==> src/atdtc_params.svh <==
// Constants for the converter trigger and control block: offsets, fields, resets.
// Assumes a 32-bit classic Wishbone slave with word-aligned registers.
`ifndef ATDTC_PARAMS_SVH
`define ATDTC_PARAMS_SVH

// ----------------------------------------------------------------
// Register byte offsets
// ----------------------------------------------------------------
`define ATDTC_OFS_TRIG   8'h04
`define ATDTC_OFS_PWR    8'h08
`define ATDTC_OFS_STAT   8'h0C
`define ATDTC_OFS_RES0   8'h20
`define ATDTC_OFS_IRQST  8'h40
`define ATDTC_OFS_IRQMSK 8'h44

// ----------------------------------------------------------------
// Field positions
// ----------------------------------------------------------------
`define ATDTC_B_SRCSEL   7
`define ATDTC_B_PWRON    7
`define ATDTC_B_QCLR     6
`define ATDTC_B_WAITPD   5
`define ATDTC_B_LEVEL    4
`define ATDTC_B_POL      3
`define ATDTC_B_TEN      2
`define ATDTC_B_SIE      1
`define ATDTC_B_SIF      0
`define ATDTC_TRIG_MASK  8'h87
`define ATDTC_PWR_MASK   8'hFE

// ----------------------------------------------------------------
// Reset values and interrupt bits
// ----------------------------------------------------------------
`define ATDTC_RST_CTRL   8'h00
`define ATDTC_EV_SEQ     0
`define ATDTC_EV_TRIG    1
`define ATDTC_EV_ABORT   2
`define ATDTC_NEV        3

`endif

==> src/atdtc_pkg.sv <==
// Types for the converter trigger and control block.
// Assumes the constants header is included by users alongside.
package atdtc_pkg;

    // Trigger source control register view
    typedef struct packed {
        logic       srcSel;
        logic [3:0] rsvd;
        logic [2:0] chanPick;
    } atdtc_trig_t;

    // Power, trigger mode and irq control register view
    typedef struct packed {
        logic powerOn;
        logic quickClr;
        logic waitPd;
        logic levelNotEdge;
        logic polarity;
        logic trigEnable;
        logic seqIrqEn;
        logic seqIrqFlag;
    } atdtc_pwr_t;

    // Control outputs toward the converter core
    typedef struct packed {
        logic       run;
        logic       abortSeq;
        logic [7:0] inBufEn;
        logic       trigger;
    } atdtc_core_t;

    typedef enum logic [1:0] {
        TRIG_IDLE,
        TRIG_ARMED,
        TRIG_HELD
    } atdtc_tstate_t;

endpackage

==> src/atdtc_ctrl.sv <==
// Trigger source, power and sequence-irq control for an 8-channel converter.
// Assumes a classic Wishbone master and a converter core on the same clock.
//
// Implementation choices: the placing of the registers and the Wishbone interface to the registers.
`timescale 1ns/1ps
`include "atdtc_params.svh"
module atdtc_ctrl #(
    parameter int NCH          = 8,
    parameter int NTRIG        = 4,
    parameter bit HAS_DED_TRIG = 1'b1
) (
    clk,
    sys_rst,
    wb_cyc_i,
    wb_stb_i,
    wb_we_i,
    wb_adr_i,
    wb_sel_i,
    wb_dat_i,
    wb_dat_o,
    wb_ack_o,
    analogDigIn,
    dedicatedTriggerInputs,
    waitMode,
    wakeIrq,
    seqCompleteFlag,
    convCompleteSet,
    coreCtrl,
    converterActive,
    resumeDiscard,
    irqOut
);
    input  wire logic                      clk;
    input  wire logic                      sys_rst;
    input  wire logic                      wb_cyc_i;
    input  wire logic                      wb_stb_i;
    input  wire logic                      wb_we_i;
    input  wire logic [7:0]                wb_adr_i;
    input  wire logic [3:0]                wb_sel_i;
    input  wire logic [31:0]               wb_dat_i;
    output logic      [31:0]               wb_dat_o;
    output logic                           wb_ack_o;
    input  wire logic [NCH-1:0]            analogDigIn;
    input  wire logic [NTRIG-1:0]          dedicatedTriggerInputs;
    input  wire logic                      waitMode;
    input  wire logic                      wakeIrq;
    input  wire logic                      seqCompleteFlag;
    input  wire logic [NCH-1:0]            convCompleteSet;
    output atdtc_pkg::atdtc_core_t         coreCtrl;
    output logic                           converterActive;
    output logic                           resumeDiscard;
    output logic                           irqOut;

    // ----------------------------------------------------------------
    // Storage
    // ----------------------------------------------------------------
    atdtc_pkg::atdtc_trig_t   trigQ;
    atdtc_pkg::atdtc_pwr_t    pwrQ;
    atdtc_pkg::atdtc_tstate_t tstateQ;
    logic [NCH-1:0]           convFlagQ;
    logic [NCH-1:0]           statArmQ;
    logic [`ATDTC_NEV-1:0]    irqStatQ;
    logic [`ATDTC_NEV-1:0]    irqMaskQ;
    logic                     abortQ;
    logic                     haltedQ;
    logic                     discardQ;

    logic                     access;
    logic                     wrAcc;
    logic                     rdAcc;
    logic                     ctrlWrite;
    logic                     resAccess;
    logic [2:0]               resIdx;
    logic                     dedTrigOn;
    logic [NTRIG-1:0]         trigSync;
    logic [NCH-1:0]           anaSync;
    logic                     srcLevel;
    logic                     trigHit;
    logic                     seqIrqFlag;
    logic [`ATDTC_NEV-1:0]    events;

    // ----------------------------------------------------------------
    // Bus decode
    // ----------------------------------------------------------------
    // Single-cycle ack; dropped the cycle after so each access acts once
    assign access    = wb_cyc_i & wb_stb_i & ~wb_ack_o;
    assign wrAcc     = access & wb_we_i & wb_sel_i[0];
    assign rdAcc     = access & ~wb_we_i;
    assign ctrlWrite = wrAcc & ((wb_adr_i == `ATDTC_OFS_TRIG) | (wb_adr_i == `ATDTC_OFS_PWR));
    assign resAccess = access & (wb_adr_i[7:5] == 3'(`ATDTC_OFS_RES0 >> 5)) & (wb_adr_i[1:0] == 2'b00);
    assign resIdx    = wb_adr_i[4:2];

    always_ff @(posedge clk) begin
        if (sys_rst) begin
            wb_ack_o <= 1'b0;
        end else begin
            wb_ack_o <= access;
        end
    end

    // ----------------------------------------------------------------
    // Control registers
    // ----------------------------------------------------------------
    // Reserved bits are not stored and read as zero
    always_ff @(posedge clk) begin
        if (sys_rst) begin
            trigQ <= `ATDTC_RST_CTRL;
            pwrQ  <= `ATDTC_RST_CTRL;
        end else begin
            if (wrAcc && wb_adr_i == `ATDTC_OFS_TRIG) begin
                trigQ <= wb_dat_i[7:0] & `ATDTC_TRIG_MASK;
            end
            if (wrAcc && wb_adr_i == `ATDTC_OFS_PWR) begin
                pwrQ <= wb_dat_i[7:0] & `ATDTC_PWR_MASK;
            end
        end
    end

    // Abort pulse on any control write; no start issued
    always_ff @(posedge clk) begin
        if (sys_rst) begin
            abortQ <= 1'b0;
        end else begin
            abortQ <= ctrlWrite;
        end
    end

    // ----------------------------------------------------------------
    // Pin synchronisers
    // ----------------------------------------------------------------
    genvar gi;
    generate
        for (gi = 0; gi < NTRIG; gi++) begin : gTrig
            atdtc_sync uSyncT (
                .clk     (clk),
                .sys_rst (sys_rst),
                .pinIn   (dedicatedTriggerInputs[gi]),
                .syncOut (trigSync[gi])
            );
        end
        for (gi = 0; gi < NCH; gi++) begin : gAna
            atdtc_sync uSyncA (
                .clk     (clk),
                .sys_rst (sys_rst),
                .pinIn   (analogDigIn[gi]),
                .syncOut (anaSync[gi])
            );
        end
    endgenerate

    // ----------------------------------------------------------------
    // Trigger source selection
    // ----------------------------------------------------------------
    // Stored select bit is ignored without the dedicated inputs
    assign dedTrigOn = HAS_DED_TRIG & trigQ.srcSel;

    // Reserved codes 1xx give a quiet source
    always_comb begin
        if (dedTrigOn) begin
            srcLevel = (trigQ.chanPick[2] == 1'b0) ? trigSync[trigQ.chanPick[1:0]] : 1'b0;
        end else begin
            srcLevel = anaSync[trigQ.chanPick];
        end
    end

    atdtc_edge uEdge (
        .clk          (clk),
        .sys_rst      (sys_rst),
        .sigIn        (srcLevel),
        .levelNotEdge (pwrQ.levelNotEdge),
        .polarity     (pwrQ.polarity),
        .hit          (trigHit)
    );

    // Trigger gating: enabled, powered, not halted, not aborting
    always_ff @(posedge clk) begin
        if (sys_rst) begin
            tstateQ <= atdtc_pkg::TRIG_IDLE;
        end else begin
            case (tstateQ)
                atdtc_pkg::TRIG_IDLE: begin
                    if (pwrQ.trigEnable && pwrQ.powerOn) begin
                        tstateQ <= atdtc_pkg::TRIG_ARMED;
                    end
                end
                atdtc_pkg::TRIG_ARMED: begin
                    if (!pwrQ.trigEnable || !pwrQ.powerOn || ctrlWrite) begin
                        tstateQ <= atdtc_pkg::TRIG_IDLE;
                    end else if (haltedQ) begin
                        tstateQ <= atdtc_pkg::TRIG_HELD;
                    end
                end
                atdtc_pkg::TRIG_HELD: begin
                    if (!haltedQ) begin
                        tstateQ <= atdtc_pkg::TRIG_ARMED;
                    end
                end
                default: tstateQ <= atdtc_pkg::TRIG_IDLE;
            endcase
        end
    end

    // ----------------------------------------------------------------
    // Power and wait mode
    // ----------------------------------------------------------------
    // Halt in wait only when wait power-down is set; resume on leaving wait, or on wake irq once power-down or power is cleared
    always_ff @(posedge clk) begin
        if (sys_rst) begin
            haltedQ  <= 1'b0;
            discardQ <= 1'b0;
        end else begin
            // Resume mark wins over a same-cycle clear
            if (seqCompleteFlag || ctrlWrite) begin
                discardQ <= 1'b0;
            end
            if (waitMode && pwrQ.waitPd && pwrQ.powerOn) begin
                haltedQ <= 1'b1;
            end else if (haltedQ && (wakeIrq || !waitMode)) begin
                haltedQ  <= 1'b0;
                discardQ <= 1'b1;
            end
        end
    end

    // Core control outputs; recovery time is software's to wait out
    always_ff @(posedge clk) begin
        if (sys_rst) begin
            coreCtrl <= '0;
        end else begin
            coreCtrl.run      <= pwrQ.powerOn & ~haltedQ;
            coreCtrl.abortSeq <= ctrlWrite;
            coreCtrl.trigger  <= (tstateQ == atdtc_pkg::TRIG_ARMED) & trigHit & ~ctrlWrite;
            coreCtrl.inBufEn  <= '0;
            if (pwrQ.trigEnable && !dedTrigOn) begin
                coreCtrl.inBufEn[trigQ.chanPick] <= 1'b1;
            end
        end
    end

    assign converterActive = coreCtrl.run;
    assign resumeDiscard   = discardQ;

    // ----------------------------------------------------------------
    // Conversion complete flags
    // ----------------------------------------------------------------
    // Normal clear needs a status read to arm each channel first
    always_ff @(posedge clk) begin
        if (sys_rst) begin
            convFlagQ <= '0;
            statArmQ  <= '0;
        end else begin
            for (int i = 0; i < NCH; i++) begin
                if (convCompleteSet[i]) begin
                    convFlagQ[i] <= 1'b1; // set beats clear
                end else if (resAccess && resIdx == 3'(i)) begin
                    if (pwrQ.quickClr) begin
                        convFlagQ[i] <= 1'b0;
                    end else if (rdAcc && statArmQ[i]) begin
                        convFlagQ[i] <= 1'b0;
                    end
                end
                if (rdAcc && wb_adr_i == `ATDTC_OFS_STAT) begin
                    statArmQ[i] <= convFlagQ[i];
                end else if (resAccess && resIdx == 3'(i)) begin
                    statArmQ[i] <= 1'b0;
                end
            end
        end
    end

    // ----------------------------------------------------------------
    // Interrupts
    // ----------------------------------------------------------------
    assign seqIrqFlag = pwrQ.seqIrqEn & seqCompleteFlag;
    assign events     = {abortQ, coreCtrl.trigger, seqIrqFlag};

    // Sticky events; set wins over write-one-to-clear
    always_ff @(posedge clk) begin
        if (sys_rst) begin
            irqStatQ <= '0;
            irqMaskQ <= '0;
        end else begin
            if (wrAcc && wb_adr_i == `ATDTC_OFS_IRQMSK) begin
                irqMaskQ <= wb_dat_i[`ATDTC_NEV-1:0];
            end
            if (wrAcc && wb_adr_i == `ATDTC_OFS_IRQST) begin
                irqStatQ <= (irqStatQ & ~wb_dat_i[`ATDTC_NEV-1:0]) | events;
            end else begin
                irqStatQ <= irqStatQ | events;
            end
        end
    end

    // Live sequence request also gated by its own enable
    always_ff @(posedge clk) begin
        if (sys_rst) begin
            irqOut <= 1'b0;
        end else begin
            irqOut <= seqIrqFlag | (|(irqStatQ & irqMaskQ));
        end
    end

    // ----------------------------------------------------------------
    // Read data
    // ----------------------------------------------------------------
    always_ff @(posedge clk) begin
        if (sys_rst) begin
            wb_dat_o <= '0;
        end else if (rdAcc) begin
            case (wb_adr_i)
                `ATDTC_OFS_TRIG:   wb_dat_o <= {24'h00_0000, trigQ};
                `ATDTC_OFS_PWR:    wb_dat_o <= {24'h00_0000, pwrQ[7:1], seqIrqFlag};
                `ATDTC_OFS_STAT:   wb_dat_o <= {{(32-NCH){1'b0}}, convFlagQ};
                `ATDTC_OFS_IRQST:  wb_dat_o <= {{(32-`ATDTC_NEV){1'b0}}, irqStatQ};
                `ATDTC_OFS_IRQMSK: wb_dat_o <= {{(32-`ATDTC_NEV){1'b0}}, irqMaskQ};
                default:           wb_dat_o <= 32'h0000_0000;
            endcase
        end
    end
endmodule // atdtc_ctrl

==> src/atdtc_sync.sv <==
// Two-flop synchroniser for one pin level.
// Assumes input is asynchronous to clk.
`timescale 1ns/1ps
module atdtc_sync (
    clk,
    sys_rst,
    pinIn,
    syncOut
);
    input  wire logic clk;
    input  wire logic sys_rst;
    input  wire logic pinIn;
    output logic      syncOut;

    logic stage1Q;

    // ----------------------------------------------------------------
    // Synchroniser chain
    // ----------------------------------------------------------------
    // First stage is read only by the second
    always_ff @(posedge clk) begin
        if (sys_rst) begin
            stage1Q <= 1'b0;
            syncOut <= 1'b0;
        end else begin
            stage1Q <= pinIn;
            syncOut <= stage1Q;
        end
    end
endmodule // atdtc_sync

==> src/atdtc_edge.sv <==
// Trigger sensitivity detector: edge or level of chosen polarity.
// Assumes a synchronised input on clk.
`timescale 1ns/1ps
module atdtc_edge (
    clk,
    sys_rst,
    sigIn,
    levelNotEdge,
    polarity,
    hit
);
    input  wire logic clk;
    input  wire logic sys_rst;
    input  wire logic sigIn;
    input  wire logic levelNotEdge;
    input  wire logic polarity;
    output logic      hit;

    logic prevQ;

    // Previous sample for edge detection
    always_ff @(posedge clk) begin
        if (sys_rst) begin
            prevQ <= 1'b0;
        end else begin
            prevQ <= sigIn;
        end
    end

    // 00 fall, 01 rise, 10 low, 11 high
    always_comb begin
        case ({levelNotEdge, polarity})
            2'b00:   hit = prevQ & ~sigIn;
            2'b01:   hit = ~prevQ & sigIn;
            2'b10:   hit = ~sigIn;
            default: hit = sigIn;
        endcase
    end
endmodule // atdtc_edge

==> config.mk <==
export PLATFORM = sky130hd
export DESIGN_NAME = atdtc_ctrl
export DESIGN_NICKNAME = d
export VERILOG_FILES = /design/src/atdtc_pkg.sv /design/src/atdtc_ctrl.sv /design/src/atdtc_sync.sv /design/src/atdtc_edge.sv
export VERILOG_INCLUDE_DIRS = /design/src /design/src/src
export SDC_FILE = /design/constraint.sdc
export NUM_CORES = 1
export LEC_CHECK = 0
export BUFFER_PORTS_ARGS = -buffer_cell sky130_fd_sc_hd__buf_2
export CAP_MARGIN = 20
export CORE_MARGIN = 2
export CORE_UTILIZATION = 50
export CTS_CLUSTER_DIAMETER = 50
export DETAILED_ROUTE_END_ITERATION = 7
export GPL_ROUTABILITY_DRIVEN = 0
export PLACE_DENSITY_LB_ADDON = 0.3
export SETUP_SLACK_MARGIN = 0.1
export SLEW_MARGIN = 30
export SYNTH_ARGS = -nofsm -noshare
export SYNTH_HDL_FRONTEND = slang
export SYNTH_SLANG_ARGS = --single-unit
==> constraint.sdc <==
create_clock -name clk -period 2.55 [get_ports clk]
set_input_delay 0.255 -clock clk [delete_from_list [all_inputs] [get_ports clk]]
set_output_delay 0.255 -clock clk [all_outputs]
set_load 0.01 [all_outputs]
==> tab_implementation.tex <==
\begin{tabular}{lr}
\hline
Metric & Value \\
\hline
\multicolumn{2}{l}{\textbf{Power}} \\
\quad Cell internal pwr & 0.00195 W \\
\quad NetSw & 0.000613 W \\
\quad Static power due to leakage & 1.62 nW \\
\quad Share of power burned in registers & 0.520 \\
\quad Fraction of power consumed by the clock network & 0.420 \\
\quad Sw frac & 0.239 \\
\quad Worst vdd rail ir drop & 447 µV \\
\quad Pwr per Cell Area & 639 nW/µm² \\
\quad Portion of total power attributed to combinational logic & 0.061 \\
\multicolumn{2}{l}{\textbf{GRT}} \\
\quad Total Routing Usage GR & 0.196 \\
\quad Vias in the first global route & 2550 \\
\quad GRT Residual Overflow & 0 \\
\quad First-pass GRT wire length & 11.7 mm \\
\quad Pin count of the biggest net entering global routing & 36 \\
\quad Number of antenna violations at the first check in global routing & 0 \\
\multicolumn{2}{l}{\textbf{Drt}} \\
\quad Drt total wl & 7.28 mm \\
\quad Remaining routing DRC violations & 0 \\
\quad Number of DRC markers in iteration 0 & 217 \\
\quad Post-DR wirelength/cell & 13.3 µm \\
\quad TritonRoute pass-1 iters & 4 \\
\quad Number of routed nets with antenna violations & 0 \\
\quad Total via count in the routed design & 2841 \\
\quad Via density per instance & 5.17 \\
\multicolumn{2}{l}{\textbf{Critical path}} \\
\quad Buffer and inverter count on the worst path & 0 \\
\quad Max FO, Critical Path & 7 \\
\quad Data arrival time at the worst-slack endpoint & 2.19 ns \\
\quad Crit path max-delay cell type & sky130\_fd\_sc\_hd\_\_or4\_1 \\
\quad Category of the worst setup path capture point & flip-flop \\
\quad CP Launch Type & flip-flop \\
\quad WS Path Type & reg -> reg \\
\quad Largest stage delay, worst path & 0.60 ns \\
\quad Largest delay share family, worst path & simple AND/OR/NAND/NOR gates \\
\quad Data required, critical path & 2.79 ns \\
\quad Cell-by-cell trace of the critical path & nand3b\_1 > or4\_1 > or3\_1 > o21ai\_1 > a21oi\_1 \\
\multicolumn{2}{l}{\textbf{STA}} \\
\quad Unrepaired setup endpoints after global routing & false \\
\quad Final critical path time including I/O delays and setup & 1.95 ns \\
\quad Slew at the pin with the worst max-slew slack & 0.498 ns \\
\quad Final hold violation count & 0 \\
\quad Layout Skew & 0.00749 ns \\
\quad Final period util & 0.765 \\
\quad Max-slew violation total from the final report & 0 \\
\quad Achievable frequency & 513 MHz \\
\quad Hold WS & 0.103 ns \\
\quad Setup-violating endpoint count in the final report & 0 \\
\quad Worst rel slew slack & 0.664 \\
\quad Final sum of negative setup slack & 0 ns \\
\multicolumn{2}{l}{\textbf{Cells and area}} \\
\quad Fillers & 606 \\
\quad Number of antenna cells inserted & 0 \\
\quad Area occupied by multi-input gates & 1550 µm² \\
\quad Area overhead of the layout relative to synthesis & 15.7\% \\
\quad Register Area & 1660 µm² \\
\quad Layout cell share with drive strength beyond 1 & 0.239 \\
\quad Design Area, Final & 4010 µm² \\
\quad Number of nets in the final layout & 536 \\
\multicolumn{2}{l}{\textbf{Synthesis}} \\
\quad Post-synthesis average cell area & 8.69 µm² \\
\quad Post-synthesis register bit count & 83 \\
\quad Summed instance area of the synthesized netlist & 3470 µm² \\
\quad Library cell occupying the most area in the post-synthesis netlist & sky130\_fd\_sc\_hd\_\_dfxtp\_1 \\
\quad Mapped Cells & 399 \\
\quad Synth warn & 0 \\
\quad Share of flip-flops with an asynchronous set or reset & 0 \\
\quad Most common cell in the synthesized netlist & sky130\_fd\_sc\_hd\_\_dfxtp\_1 \\
\quad Number of enable-type register cells in the synthesized netlist & 0 \\
\quad Most frequently used flop master after synthesis & sky130\_fd\_sc\_hd\_\_dfxtp\_1 \\
\quad Post-synth top cells & sky130\_fd\_sc\_hd\_\_dfxtp\_1, sky130\_fd\_sc\_hd\_\_a21oi\_1, sky130\_fd\_sc\_hd\_\_nand2\_1 \\
\quad Cell types occupying the most area after synthesis & sky130\_fd\_sc\_hd\_\_dfxtp\_1, sky130\_fd\_sc\_hd\_\_a21oi\_1, sky130\_fd\_sc\_hd\_\_buf\_4, sky130\_fd\_sc\_hd\_\_nand2\_1, sky130\_fd\_sc\_hd\_\_nor2b\_1 \\
\quad Number of library cell types mapped by synthesis & 43 \\
\quad Register area share after synthesis & 0.479 \\
\quad Portion of synthesized cell area occupied by the leading cell type & 0.479 \\
\multicolumn{2}{l}{\textbf{Clock tree}} \\
\quad Clock tree from TritonCTS & yes \\
\quad Post-CTS Setup Inserts & 0 \\
\quad CTS Buf Count & 9 \\
\quad Clock-pin slew on the worst setup and hold paths & 0.09 ns \\
\quad Number of gates resized after CTS & 0 \\
\quad \# H-tree levels & 3 \\
\quad Buffer levels on the longest clock path & 2 \\
\quad Sinks on the clock net & 83 \\
\quad Clock root buffer & sky130\_fd\_sc\_hd\_\_clkbuf\_8 \\
\quad Clock network latency to the later pin of the worst-skew pair & 0.36 ns \\
\quad Number of hold buffers added after CTS & 0 \\
\multicolumn{2}{l}{\textbf{Floorplanning}} \\
\quad DIE HEIGHT & 87.3 µm \\
\quad Starting density of the core & 0.513 \\
\quad Die Wd & 87.3 µm \\
\quad Top-level port count & 119 \\
\quad Row Count & 30 \\
\quad Area inside the core boundary & 6760 µm² \\
\quad Total die area & 7620 µm² \\
\multicolumn{2}{l}{\textbf{Run}} \\
\quad \# Max-Cap Violations & 0 \\
\multicolumn{2}{l}{\textbf{Placement}} \\
\quad DP Wirelength & 5.21 mm \\
\quad Number of buffers inserted by port buffering & 67 \\
\quad Area after DPL & 3780 µm² \\
\multicolumn{2}{l}{\textbf{Outcome}} \\
\quad Result of the run & finished, final reports clean \\
\multicolumn{2}{l}{\textbf{Min path}} \\
\quad Hold Path Class & in -> reg \\
\hline
\end{tabular}
## flip-flops by register name, indices dropped and copies added (netlist names), 2 cells and up
signal and count:
statArmQ 8, gTrig.uSyncT.syncOut 4, gAna.uSyncA.stage1Q 8, irqMaskQ 3
coreCtrl 10, irqStatQ 3, tstateQ 2, trigQ 3
convFlagQ 8, gTrig.uSyncT.stage1Q 4, gAna.uSyncA.syncOut 8, pwrQ 7
wb_dat_o 8
## cells by family after synthesis
group | after synthesis | share of synthesized area
buffers and inverters | 60 | 0.0978
muxes | 14 | 0.0437
and+or+nand+nor | 163 | 0.246
DFF | 83 | 0.479
other | 1 | 0.00108
AOI/OAI and AO/OA | 78 | 0.132
## path summary, 6_finish.rpt
check                                      endpoint                         startpoint  slack, ns  depth (start not counted)
setup / recovery          convFlagQ[4]$_SDFFE_PP0P_                wb_ack_o$_SDFF_PP0_       0.60                          5
hold / removal    gAna[3].uSyncA.stage1Q$_SDFF_PP0_                     analogDigIn[3]       0.10                          2
setup reg to reg          convFlagQ[4]$_SDFFE_PP0P_                wb_ack_o$_SDFF_PP0_       0.60                          5
hold reg to reg   gAna[2].uSyncA.syncOut$_SDFF_PP0_  gAna[2].uSyncA.stage1Q$_SDFF_PP0_       0.44                          1
## area by class of cell
class | count | area share
Clock inverter | 7 | 0.0265
Multi-Input combinational cell | 279 | 0.387
Clock buffer | 9 | 0.0309
Inverter | 13 | 0.0122
Tap cell | 80 | 0.0250
Timing Repair Buffer | 78 | 0.104
Sequential cell | 83 | 0.414
## cells in the final DEF (no fill, tap or decap), drive strengths merged, types with 4 or more instances in the layout
cell type / synthesis / layout
dfxtp: 83 / 83
buf: 31 / 78
a21oi: 45 / 45
nand2: 44 / 44
nor2: 30 / 30
nor2b: 26 / 26
nand3: 26 / 26
conb: 1 / 24
inv: 13 / 17
nor3: 11 / 11
o21ai: 10 / 10
mux2: 9 / 9
clkbuf: 16 / 9
a22oi: 8 / 8
nor4: 7 / 7
mux2i: 5 / 5
nand2b: 4 / 4
o211ai: 4 / 4
## metrics by stage
| stage | setup slack [ns] | cells | power [W] | utilization |
|---|---|---|---|---|
| finish | 0.600 | 549 | 0.00257 | 0.594 |
| global route | 0.513 | 549 | 0.00267 | 0.594 |
| CTS | 0.599 | 549 | 0.00258 | 0.594 |
| detailed placement | 0.356 | 533 | 0.00152 | 0.560 |
| global placement | 0.369 | 533 | 0.00151 | 0.560 |
| floorplan | 0.558 | 422 | 0.00148 | - |
## layer usage
metal,share of wire,global-route usage
met1,0.45,0.257
met2,0.47,0.312
met3,0.059,0.0474
met4,0.020,0.0783
met5,0,0
## power by group through the flow
stage                     logic, W  clock network [W]  registers, W
after floorplan           0.000120                  0       0.00136
after global placement    0.000152                  0       0.00136
after detailed placement  0.000154                  0       0.00136
after CTS                 0.000155            0.00109       0.00133
after global routing      0.000174            0.00116       0.00134
final                     0.000156            0.00108       0.00133
No activity file was read; power rests on OpenSTA's default activity.
